`config.mk`:
```
export PLATFORM = sky130hd
export DESIGN_NAME = twl_top
export DESIGN_NICKNAME = d
export VERILOG_FILES = /design/src/design/twl_pkg.sv /design/src/design/twl_top.sv
export VERILOG_INCLUDE_DIRS = /design/src /design/src/design
export SDC_FILE = /design/constraint.sdc
export NUM_CORES = 1
export LEC_CHECK = 0
export BUFFER_PORTS_ARGS = -buffer_cell sky130_fd_sc_hd__buf_2
export CAP_MARGIN = 20
export CORE_ASPECT_RATIO = 1.4
export CORE_MARGIN = 2
export CORE_UTILIZATION = 35
export DETAILED_ROUTE_END_ITERATION = 7
export PLACE_DENSITY_LB_ADDON = 0.12
export SLEW_MARGIN = 20
export SYNTH_ARGS = -nofsm -noshare
export SYNTH_HDL_FRONTEND = slang
export SYNTH_SLANG_ARGS = --single-unit
```
`constraint.sdc`:
```
create_clock -name clk_i -period 3.6 [get_ports clk_i]
set_input_delay 0.18 -clock clk_i [delete_from_list [all_inputs] [get_ports clk_i]]
set_output_delay 0.18 -clock clk_i [all_outputs]
set_load 0.02 [all_outputs]
```
`src/design/twl_params.svh`:
```
// Constants for the two-wire link interface block.
// Assumes inclusion by bare name from the top module and the bench.
`ifndef TWL_PARAMS_SVH
`define TWL_PARAMS_SVH
`define TWL_CLK_HZ 20000000
`define TWL_BIT_HZ 1000000
`define TWL_CTS_BITS 32
`define TWL_CTS_HOLD 6'h3F
`define TWL_RS_CR1 2'h0
`define TWL_RS_CR2_3 2'h1
`define TWL_RS_TX_CONT 2'h2
`define TWL_RS_TX_TERM 2'h3
`define TWL_CH_TX 1'h0
`define TWL_CH_RX 1'h1
`define TWL_DMA_CYC_STROBE 2'h2
`define TWL_ADDR_RESET 16'h0000
`define TWL_CNT_RESET 16'h0000
`endif

```
`src/design/twl_pkg.sv`:
```
// Types shared by the two-wire link interface.
// Assumes twl_params.svh is on the include path.
package twl_pkg;
  typedef enum logic [1:0] {
    TWL_IDLE = 2'h0,
    TWL_REQ = 2'h1,
    TWL_CYC1 = 2'h3,
    TWL_CYC2 = 2'h2
  } twl_dma_st_t;

  typedef enum logic [2:0] {
    TWL_W_CR1 = 3'h0,
    TWL_W_CR2 = 3'h1,
    TWL_W_CR3 = 3'h2,
    TWL_W_TXC = 3'h3,
    TWL_W_TXT = 3'h4,
    TWL_W_CR4 = 3'h5,
    TWL_W_NONE = 3'h7
  } twl_wsel_t;

  typedef enum logic [1:0] {
    TWL_R_SR1 = 2'h0,
    TWL_R_SR2 = 2'h1,
    TWL_R_RXF = 2'h2,
    TWL_R_NONE = 2'h3
  } twl_rsel_t;

  // Select toward the link controller
  typedef struct packed {
    logic cs;
    logic rs_high;
    logic rs_low;
    logic rd;
  } twl_sel_t;

  typedef struct packed {
    twl_dma_st_t st;
    logic ch;
    logic [15:0] addr;
    logic [15:0] cnt0;
    logic [15:0] cnt1;
    logic [15:0] adr0;
    logic [15:0] adr1;
    logic blk_end;
    logic [15:0] div;
    logic bit_en;
    logic rx_prev;
    logic [15:0] rx_cnt;
    logic half_a;
    logic got_half;
    logic last_pol;
    logic synced;
    logic rx_data;
    logic [5:0] cts_cnt;
    logic cts;
    logic line_tx;
    logic line_en;
  } twl_state_t;
endpackage

```
`src/design/twl_top.sv`:
```
// Two-wire link interface: DMA sequencer, link controller select mux and
// a frequency-shift modem with clear-to-send delay.
// Assumes one 20 MHz clock; processor bus inputs are synchronous to it.
//
// Overview of operation
// Processor mode supervises, DMA mode moves bytes
// DMA selected by chip select, five address bits; setup decodes only addr_low_i[2:0]
// Service request raises DMA request, strobe cycle 2
// DMA drives address, direction, acknowledge, block end
// Halt steal; channel 0 transmit, 1 receive
// Link interrupt comes from link controller only
// Carrier detect held active; two outputs unused
// Processor mode: select by A1-0 and read/write
// DMA cycle 2: select high, low from block end
// Select 00 control 1; 01 control 2/3
// Select 10 continue; 11 terminate or control 4
// Reads: status 1, status 2, receive FIFO
// Line driven only while request-to-send active
// Strobe from received signal gives recovered clock
// No retransmission of received data
// Request-to-send output is inverted input
// Clear-to-send after 32 recovered bit periods
// During delay send frequency of transmit data
// Block end at transmit end drops clear-to-send
// Accept bit on valid halves, alternating polarity
// Receive output high when invalid or unsynced
// Processor halts and grants via bus available
// Delay count restarts when request drops
`include "twl_params.svh"
module twl_top import twl_pkg::*; #(
  parameter int CLK_HZ = `TWL_CLK_HZ,
  parameter int BIT_HZ = `TWL_BIT_HZ,
  parameter int CTS_BITS = `TWL_CTS_BITS
) (
  // Clock and reset
  input wire logic clk_i,
  input wire logic rst_b_i,
  // Processor bus
  input wire logic dma_cs_i,
  input wire logic link_cs_i,
  input wire logic [4:0] addr_low_i,
  input wire logic rw_i,
  input wire logic proc_wr_i,
  input wire logic [15:0] cfg_data_i,
  // Halt request and grant
  output logic dma_req_o,
  input wire logic dma_grant_i,
  // Link controller side
  input wire logic rx_service_request_i,
  input wire logic tx_service_request_i,
  input wire logic link_irq_i,
  input wire logic link_rts_i,
  input wire logic link_txd_i,
  input wire logic terminal_ready_loop_out_i,
  input wire logic flag_detect_out_i,
  output logic link_irq_o,
  output logic carrier_detect_o,
  output logic transfer_strobe_o,
  output logic channel_ack_a_o,
  output logic block_end_o,
  output logic [15:0] mem_addr_o,
  output logic mem_rw_o,
  output twl_sel_t link_sel_o,
  output twl_wsel_t link_wsel_o,
  output twl_rsel_t link_rsel_o,
  output logic buf_to_dma_o,
  // Modem toward link controller
  output logic recovered_bit_clock_o,
  output logic rx_data_o,
  output logic cts_o,
  output logic rts_out_b_o,
  // Two-wire line
  input wire logic line_receive_in_i,
  output logic shifted_line_signal_o,
  output logic line_drive_en_o
);
  localparam int HALF_DIV = CLK_HZ / (2 * BIT_HZ);
  localparam logic [15:0] HALF_C = 16'(HALF_DIV - 1);
  localparam logic [15:0] Q_C = 16'(HALF_DIV / 2);
  localparam logic [5:0] CTS_C = 6'(CTS_BITS - 1);

  initial begin
    if (HALF_DIV < 2 || HALF_DIV > 65535 || CTS_BITS < 1 || CTS_BITS > 63)
      $error("twl_top: unsupported clock ratio or delay");
  end

  twl_state_t s_r;
  twl_state_t s_nxt;
  logic in_dma;
  logic last_byte;
  logic [1:0] rs;
  logic rd;

  // ************************************************************
  // Register select mux
  // ************************************************************
  assign in_dma = (s_r.st == TWL_CYC2);
  assign last_byte = s_r.ch ? (s_r.cnt1 == 16'h0001)
                            : (s_r.cnt0 == 16'h0001);

  always_comb begin
    if (in_dma) begin
      rs = {1'b1, s_r.blk_end};
      rd = s_r.ch;
    end else begin
      rs = addr_low_i[1:0];
      rd = rw_i;
    end
  end

  always_comb begin
    link_sel_o.cs = link_cs_i | in_dma;
    link_sel_o.rs_high = rs[1];
    link_sel_o.rs_low = rs[0];
    link_sel_o.rd = rd;
    link_wsel_o = TWL_W_NONE;
    link_rsel_o = TWL_R_NONE;
    if (link_sel_o.cs && !rd) begin
      case (rs)
        `TWL_RS_CR1: link_wsel_o = TWL_W_CR1;
        `TWL_RS_CR2_3: link_wsel_o = cfg_data_i[0] ? TWL_W_CR3
                                                 : TWL_W_CR2;
        `TWL_RS_TX_CONT: link_wsel_o = TWL_W_TXC;
        `TWL_RS_TX_TERM: link_wsel_o = cfg_data_i[1] ? TWL_W_CR4
                                                   : TWL_W_TXT;
        default: link_wsel_o = TWL_W_NONE;
      endcase
    end else if (link_sel_o.cs) begin
      if (rs[1])
        link_rsel_o = TWL_R_RXF;
      else if (rs[0])
        link_rsel_o = TWL_R_SR2;
      else
        link_rsel_o = TWL_R_SR1;
    end
  end

  // Address-control bit stands in cfg_data_i[0] for select 01 and cfg_data_i[1] for select 11 in the mux above
  // ************************************************************
  // Next state
  // ************************************************************
  always_comb begin
    s_nxt = s_r;
    s_nxt.bit_en = 1'b0;
    // Processor-mode setup of channel address and count
    if (dma_cs_i && proc_wr_i && s_r.st == TWL_IDLE) begin
      case (addr_low_i[2:0])
        3'h0: s_nxt.adr0 = cfg_data_i;
        3'h1: s_nxt.cnt0 = cfg_data_i;
        3'h2: s_nxt.adr1 = cfg_data_i;
        3'h3: s_nxt.cnt1 = cfg_data_i;
        default: s_nxt.adr0 = s_r.adr0;
      endcase
    end
    // Halt-steal sequence, transmit has priority
    case (s_r.st)
      TWL_IDLE: begin
        if (tx_service_request_i && s_r.cnt0 != `TWL_CNT_RESET) begin
          s_nxt.st = TWL_REQ;
          s_nxt.ch = `TWL_CH_TX;
        end else if (rx_service_request_i &&
                     s_r.cnt1 != `TWL_CNT_RESET) begin
          s_nxt.st = TWL_REQ;
          s_nxt.ch = `TWL_CH_RX;
        end
      end
      TWL_REQ: begin
        if (dma_grant_i) begin
          s_nxt.st = TWL_CYC1;
          s_nxt.addr = s_r.ch ? s_r.adr1 : s_r.adr0;
          s_nxt.blk_end = last_byte;
        end
      end
      TWL_CYC1: s_nxt.st = TWL_CYC2;
      TWL_CYC2: begin
        s_nxt.st = TWL_IDLE;
        s_nxt.blk_end = 1'b0;
        if (s_r.ch) begin
          s_nxt.adr1 = s_r.adr1 + 16'h0001;
          s_nxt.cnt1 = s_r.cnt1 - 16'h0001;
        end else begin
          s_nxt.adr0 = s_r.adr0 + 16'h0001;
          s_nxt.cnt0 = s_r.cnt0 - 16'h0001;
        end
      end
      default: s_nxt.st = TWL_IDLE;
    endcase

    // Bit strobe recovered from line edges
    s_nxt.rx_prev = line_receive_in_i;
    if (s_r.rx_prev != line_receive_in_i) begin
      s_nxt.rx_cnt = Q_C;
    end else if (s_r.rx_cnt == HALF_C) begin
      s_nxt.rx_cnt = 16'h0000;
    end else begin
      s_nxt.rx_cnt = s_r.rx_cnt + 16'h0001;
    end
    if (s_r.rx_cnt == HALF_C) begin
      if (!s_r.got_half) begin
        s_nxt.half_a = line_receive_in_i;
        s_nxt.got_half = 1'b1;
      end else begin
        s_nxt.got_half = 1'b0;
        s_nxt.bit_en = 1'b1;
        // Any half pair is legal; polarity must alternate bit to bit
        if (s_r.half_a != s_r.last_pol) begin
          s_nxt.synced = 1'b1;
          s_nxt.rx_data = (s_r.half_a == line_receive_in_i);
        end else begin
          s_nxt.synced = 1'b0;
        end
        s_nxt.last_pol = line_receive_in_i;
      end
    end
    if (!s_nxt.synced)
      s_nxt.rx_data = 1'b1;

    // Transmit frequency: toggle every half bit for zero, hold the level
    // for one; received data is never looped back
    if (s_r.div == HALF_C) begin
      s_nxt.div = 16'h0000;
      if (!link_txd_i || !s_r.line_en)
        s_nxt.line_tx = ~s_r.line_tx;
    end else begin
      s_nxt.div = s_r.div + 16'h0001;
    end
    s_nxt.line_en = link_rts_i;

    // Clear-to-send delay
    if (!link_rts_i) begin
      s_nxt.cts_cnt = 6'h00;
      s_nxt.cts = 1'b0;
    end else if (in_dma && s_r.blk_end && !s_r.ch) begin
      // Parked count keeps clear-to-send off until request drops
      s_nxt.cts = 1'b0;
      s_nxt.cts_cnt = `TWL_CTS_HOLD;
    end else if (s_r.bit_en && !s_r.cts &&
                 s_r.cts_cnt != `TWL_CTS_HOLD) begin
      if (s_r.cts_cnt == CTS_C)
        s_nxt.cts = 1'b1;
      else
        s_nxt.cts_cnt = s_r.cts_cnt + 6'h01;
    end
  end

  // ************************************************************
  // State register
  // ************************************************************
  always_ff @(posedge clk_i or negedge rst_b_i) begin
    if (!rst_b_i) begin
      s_r <= '0;
      s_r.st <= TWL_IDLE;
      s_r.addr <= `TWL_ADDR_RESET;
      s_r.rx_data <= 1'b1;
    end else begin
      s_r <= s_nxt;
    end
  end

  // ************************************************************
  // Outputs
  // ************************************************************
  assign dma_req_o = (s_r.st == TWL_REQ);
  assign transfer_strobe_o = in_dma;
  assign buf_to_dma_o = !in_dma && dma_cs_i;
  assign channel_ack_a_o = s_r.ch;
  assign block_end_o = in_dma && s_r.blk_end;
  assign mem_addr_o = s_r.addr;
  assign mem_rw_o = ~s_r.ch;
  assign link_irq_o = link_irq_i;
  assign carrier_detect_o = 1'b1;
  assign recovered_bit_clock_o = s_r.got_half;
  assign rx_data_o = s_r.rx_data;
  assign cts_o = s_r.cts;
  assign rts_out_b_o = ~link_rts_i;
  assign shifted_line_signal_o = s_r.line_en & s_r.line_tx;
  assign line_drive_en_o = s_r.line_en;
endmodule

```
Word-level counts from Yosys, hierarchy flattened
Index checks and enable logic that the tools add are counted.
- add/subtract/negate cells: 7
- multiply operators: 0
- div/mod/pow operators: 0
- $lt $le $gt $ge: 0
- equal/unequal tests: 26
- shifts and indexed selects: 0
- muxes and demuxes: 44
- bitwise gates (word level): 6
- reduce and logical (&&, ||, !) cells: 34
- operators with widths (kind ; count):
    2-to-1 mux 16 bit ; 12
    2-to-1 mux 64 bit ; 2
    adder 16 x 1 -> 16 bit (second input constant) ; 4
    == test 16 x 1 -> 1 bit (second input constant) ; 2
    == test 16 x 4 -> 1 bit (second input constant) ; 2
    nonzero test 16 bit ; 2
    subtractor 16 x 1 -> 16 bit (second input constant) ; 2
    2-to-1 mux 7 bit ; 3
    AND reduction 2 bit ; 9
    2-to-1 mux 2 bit ; 8
    2-to-1 mux 1 bit ; 12
    one-hot mux 3 bit (4 select lines) ; 1
    logical AND 1 bit ; 10
    2-to-1 mux 3 bit ; 3
    inequality test 3 x 1 -> 1 bit (second input constant) ; 3
    == test 2 bit (second input constant) ; 4
    one-hot mux 2 bit (4 select lines) ; 1
    adder 6 x 1 -> 6 bit (second input constant) ; 1
    == test 3 x 2 -> 1 bit (second input constant) ; 2
    == test 6 x 5 -> 1 bit (second input constant) ; 1
    zero test 1 bit ; 6
    2-to-1 mux 6 bit ; 1
    inequality test 2 x 1 -> 1 bit (second input constant) ; 3
    inequality test 6 bit (second input constant) ; 1
    other kinds (15) ; 22
- flip-flop bits (word level): 132
- latch bits: 0
- bits in writable memories: 0
- memory bits (read-only): 0
- memories: 0

Depth between registers and ports, before layout
- depth after elaboration: 6
- mapped depth: 7
- mapped depth without buffers: 6

Worst setup path before layout
No wires, ideal clock.
- kind: register to register
- from: reg s_r[81] (netlist name)
- to: reg s_r[91] (netlist name)
- arrival time: 1.896 ns
- slack: 1.604 ns
- stages on the path, launching flop included: 8
- buffers on the path: 1
- cell sequence: dfrtp_1 > inv_1 > ha_1 > or4b_2 > clkbuf_2 > nor3_2 > a211oi_1 > a311oi_1
- RTL lines (item ; line ; text):
    start, declared ; twl_top.sv:87 ; twl_state_t s_r;
    start signal, assigned ; twl_top.sv:256 ; s_r <= s_nxt;

Worst setup path after layout
- from: reg s_r[130] (netlist name)
- to: out link_wsel_o[0]
- cells in the longest elaborated chain, start to end: 5
- elaborated cells between the ends (all ways): 12
- RTL lines (item ; line ; text):
    == test 2 bit (*) ; twl_top.sv:97 ; assign in_dma = (s_r.st == TWL_CYC2);
    2-to-1 mux 2 bit or 2-to-1 mux 1 bit (tied branches) ; twl_top.sv:102 ; if (in_dma) begin
    == test 2 bit, or another cell as far along ; twl_top.sv:119 ; case (rs)
    one-hot mux 3 bit (4 select lines) or logical AND 1 bit (tied branches) ; twl_top.sv:119, twl_top.sv:118 ;
    2-to-1 mux 3 bit (*) ; twl_top.sv:118 ; if (link_sel_o.cs && !rd) begin
    end, declared ; twl_top.sv:64 ; output twl_wsel_t link_wsel_o,
Every way passes the cells marked *; elsewhere a longest branch is shown, timed or not.

==> flow_metrics.env <==
export IMPL_status="completed"
export IMPL_worstSetupPathType="flop to primary output"
export IMPL_netlist_area_um2=7496
export IMPL_synth_cell_type_count=79
export IMPL_critPathRequiredTime_ns=3.42
export IMPL_setup_viol=0
export IMPL_grt_max_degree=84
export IMPL_slew_headroom=0.3326
export IMPL_drt_initial_drc_count=499
export IMPL_synth_top_area_share=0.4373
export IMPL_cts_sinks=132
export IMPL_dp_hpwl_mm=14.50
export IMPL_synth_seq_cells=132
export IMPL_rsz0062_at_grt="false"
export IMPL_drtAntennaViolNets=0
export IMPL_fin_setup_tns_ns=0
export IMPL_async_flop_share=1.000
export IMPL_overflow=0
export IMPL_finalPower_w=0.006502
export IMPL_p_leak_nw=3.600
export IMPL_hold_class="input port to flop"
export IMPL_wire_per_inst_um=18.74
export IMPL_insertion_delay_ns=0.43
export IMPL_yosys_area_top_type="dfrtp_1"
export IMPL_period_minus_slack_ns=2.469
export IMPL_critPathLaunchType="flop"
export IMPL_irDropWorstVdd_mv=0.3249
export IMPL_place_inst=1093
export IMPL_ctsRootBufferMaster="clkbuf_16"
export IMPL_arrival_ns=2.29
export IMPL_synth_warnings=0
export IMPL_grt_usage=0.1974
export IMPL_routed_wl_mm=21.15
export IMPL_cp_max_fo=14
export IMPL_synth_area_per_cell_um2=9.153
export IMPL_dieArea_um2=22620
export IMPL_fp_dieH_um=177.2
export IMPL_instances_no_fill=1129
export IMPL_dr_total_vias=6389
export IMPL_area_growth_pct=14.62
export IMPL_grt_pass1_wl_mm=34.60
export IMPL_start_util=0.3548
export IMPL_design_core_area_um2=21130
export IMPL_syn_inst=819
export IMPL_crit_path_end_kind="primary output"
export IMPL_drive_gt1_frac=0.1565
export IMPL_num_antenna_cells=0
export IMPL_io_buffers=67
export IMPL_vias_per_cell=5.659
export IMPL_finalCritPeriodShare=0.6858
export IMPL_clock_path_buffers=2
export IMPL_hold_viol=0
export IMPL_drc_errors=0
export IMPL_powerDensity_nw_per_um2=756.7
export IMPL_drv_cap=0
export IMPL_synth_edf_count=0
export IMPL_fp_dieW_um=127.7
export IMPL_synth_ff_type="dfrtp_1"
export IMPL_nets=903
export IMPL_cts_resized=0
export IMPL_finalClockSkew_ns=0.008341
export IMPL_fmax_mhz=405.0
export IMPL_first_pass_iters=4
export IMPL_synth_nets=866
export IMPL_tightest_slew_ns=1.001
export IMPL_antenna_found_initial=0
export IMPL_rows=63
export IMPL_cts_tree="done"
export IMPL_cts_buffers=17
export IMPL_clk_pin_slew_ns=0.06
export IMPL_htree_levels=4
export IMPL_grt_pass1_vias=6331
export IMPL_slew_viol_final=0
export IMPL_synthTopCellsByArea="dfrtp_1 (44%), nor2_1 (4.5%), nand2_1 (3.0%), a21oi_1 (2.9%), o21ai_0 (2.9%)"
export IMPL_io_pins=75
export IMPL_ys_seq_area_frac=0.4408
export IMPL_place_gp_congestion=0.8328
## final cells by class
cell class                      count  area, um^2
Clock buffer                       20       466.7
Sequential cell                   132        3304
Multi-Input combinational cell    600        3775
Timing Repair Buffer               77       439.2
Clock inverter                     12       176.4
Fill cell                        2179       12530
Inverter                           28       105.1
Tap cell                          260       325.3
## cell families (layout without fill, tap and decap cells)
family                   count (synthesis)  after routing  share of synthesized area
adder cells (fa/ha/maj)                 11             11                    0.01836
AND/OR/NAND/NOR                        347            347                     0.2464
multiplexers                            24             24                    0.03388
flip-flops                             132            132                     0.4408
buffers and inverters                   87            137                    0.05658
XOR/XNOR                                31             31                    0.03622
AO/OA/AOI/OAI                          186            186                     0.1673
other                                    1              1                  0.0005003
## synthesized netlist by cell type, types with 16 or more instances
| cell type | instances |
|---|---|
| o21ai_0 | 44 |
| clkbuf_1 | 22 |
| nand3_1 | 34 |
| nand2_1 | 59 |
| nand4_1 | 20 |
| xor2_1 | 16 |
| inv_1 | 28 |
| nor2_1 | 90 |
| mux2i_1 | 19 |
| nor3_1 | 37 |
| dfrtp_1 | 131 |
| a311oi_1 | 16 |
| a21oi_1 | 44 |
| buf_4 | 21 |
## critical path: stages (launching register included)
cell and delay [ns]:
dfrtp_1 0.67, nand2b_1 0.39, inv_1 0.14, nor2_1 0.26
nor3_1 0.09, o21ai_0 0.14, buf_2 0.18
## where the power goes
| part | internal [W] | leakage (nW) | switching, W | total [W] |
|---|---|---|---|---|
| combinational | 0.000798 | 1.72 | 0.00119 | 0.00199 |
| clock | 0.00121 | 0.312 | 0.000685 | 0.00190 |
| sequential | 0.00196 | 1.57 | 0.000657 | 0.00261 |
| total | 0.00397 | 3.60 | 0.00253 | 0.00650 |
## path summary, 6_finish.rpt
check,start,to,slack [ns],cells past startpoint
worst min-delay path,tx_service_request_i,s_r[130],0.04,3
worst max-delay path,s_r[130],link_wsel_o[0],1.13,6
worst min register to register,s_r[1],s_r[1],0.47,1
min in group asynchronous,rst_b_i,s_r[36],0.38,2
max in group asynchronous,rst_b_i,s_r[92],2.43,3
worst max register to register,s_r[130],s_r[61],1.15,4
## repair_timing
item                      CTS  global route
setup buffers               0             0
hold endpoints to repair   85             0
hold buffers                4             0
## per-stage QoR
step	utilization	hold slack, ns	instance area (um^2)	worst slack (ns)
floorplan	-	-0.1156	7496	1.604
global placement	0.3743	0.3079	7906	1.183
detailed placement	0.3743	0.3014	7906	1.152
CTS	0.4066	0.02046	8589	1.107
global route	0.4067	0.04054	8592	0.9089
finish	0.4067	0.03942	8592	1.131
## state kept, by name, indices dropped and copies added (netlist names)
signal and flops:
channel_ack_a_o 1, cts_o 1, line_drive_en_o 1, mem_addr_o 16, recovered_bit_clock_o 1, rx_data_o 1, s_r 111
## cell usage in the layout (no fill, tap or decap), types with 17 or more instances in the layout
cell,instances
a21oi_1,44
buf_2,66
clkbuf_16,17
dfrtp_1,131
inv_1,28
mux2i_1,19
nand2_1,58
nand3_1,34
nand4_1,20
nor2_1,90
nor3_1,37
o21ai_0,44
## metal layers
layer	wire length [um]	global-route usage	vias to the layer above	part of all wire
li1	-	-	3087	-
met1	9749	0.2658	3118	0.46
met2	9980	0.3133	150	0.47
met3	846	0.03930	34	0.040
met4	576	0.07555	0	0.027
met5	0	0	-	0
No activity file was read; power rests on OpenSTA's default activity.
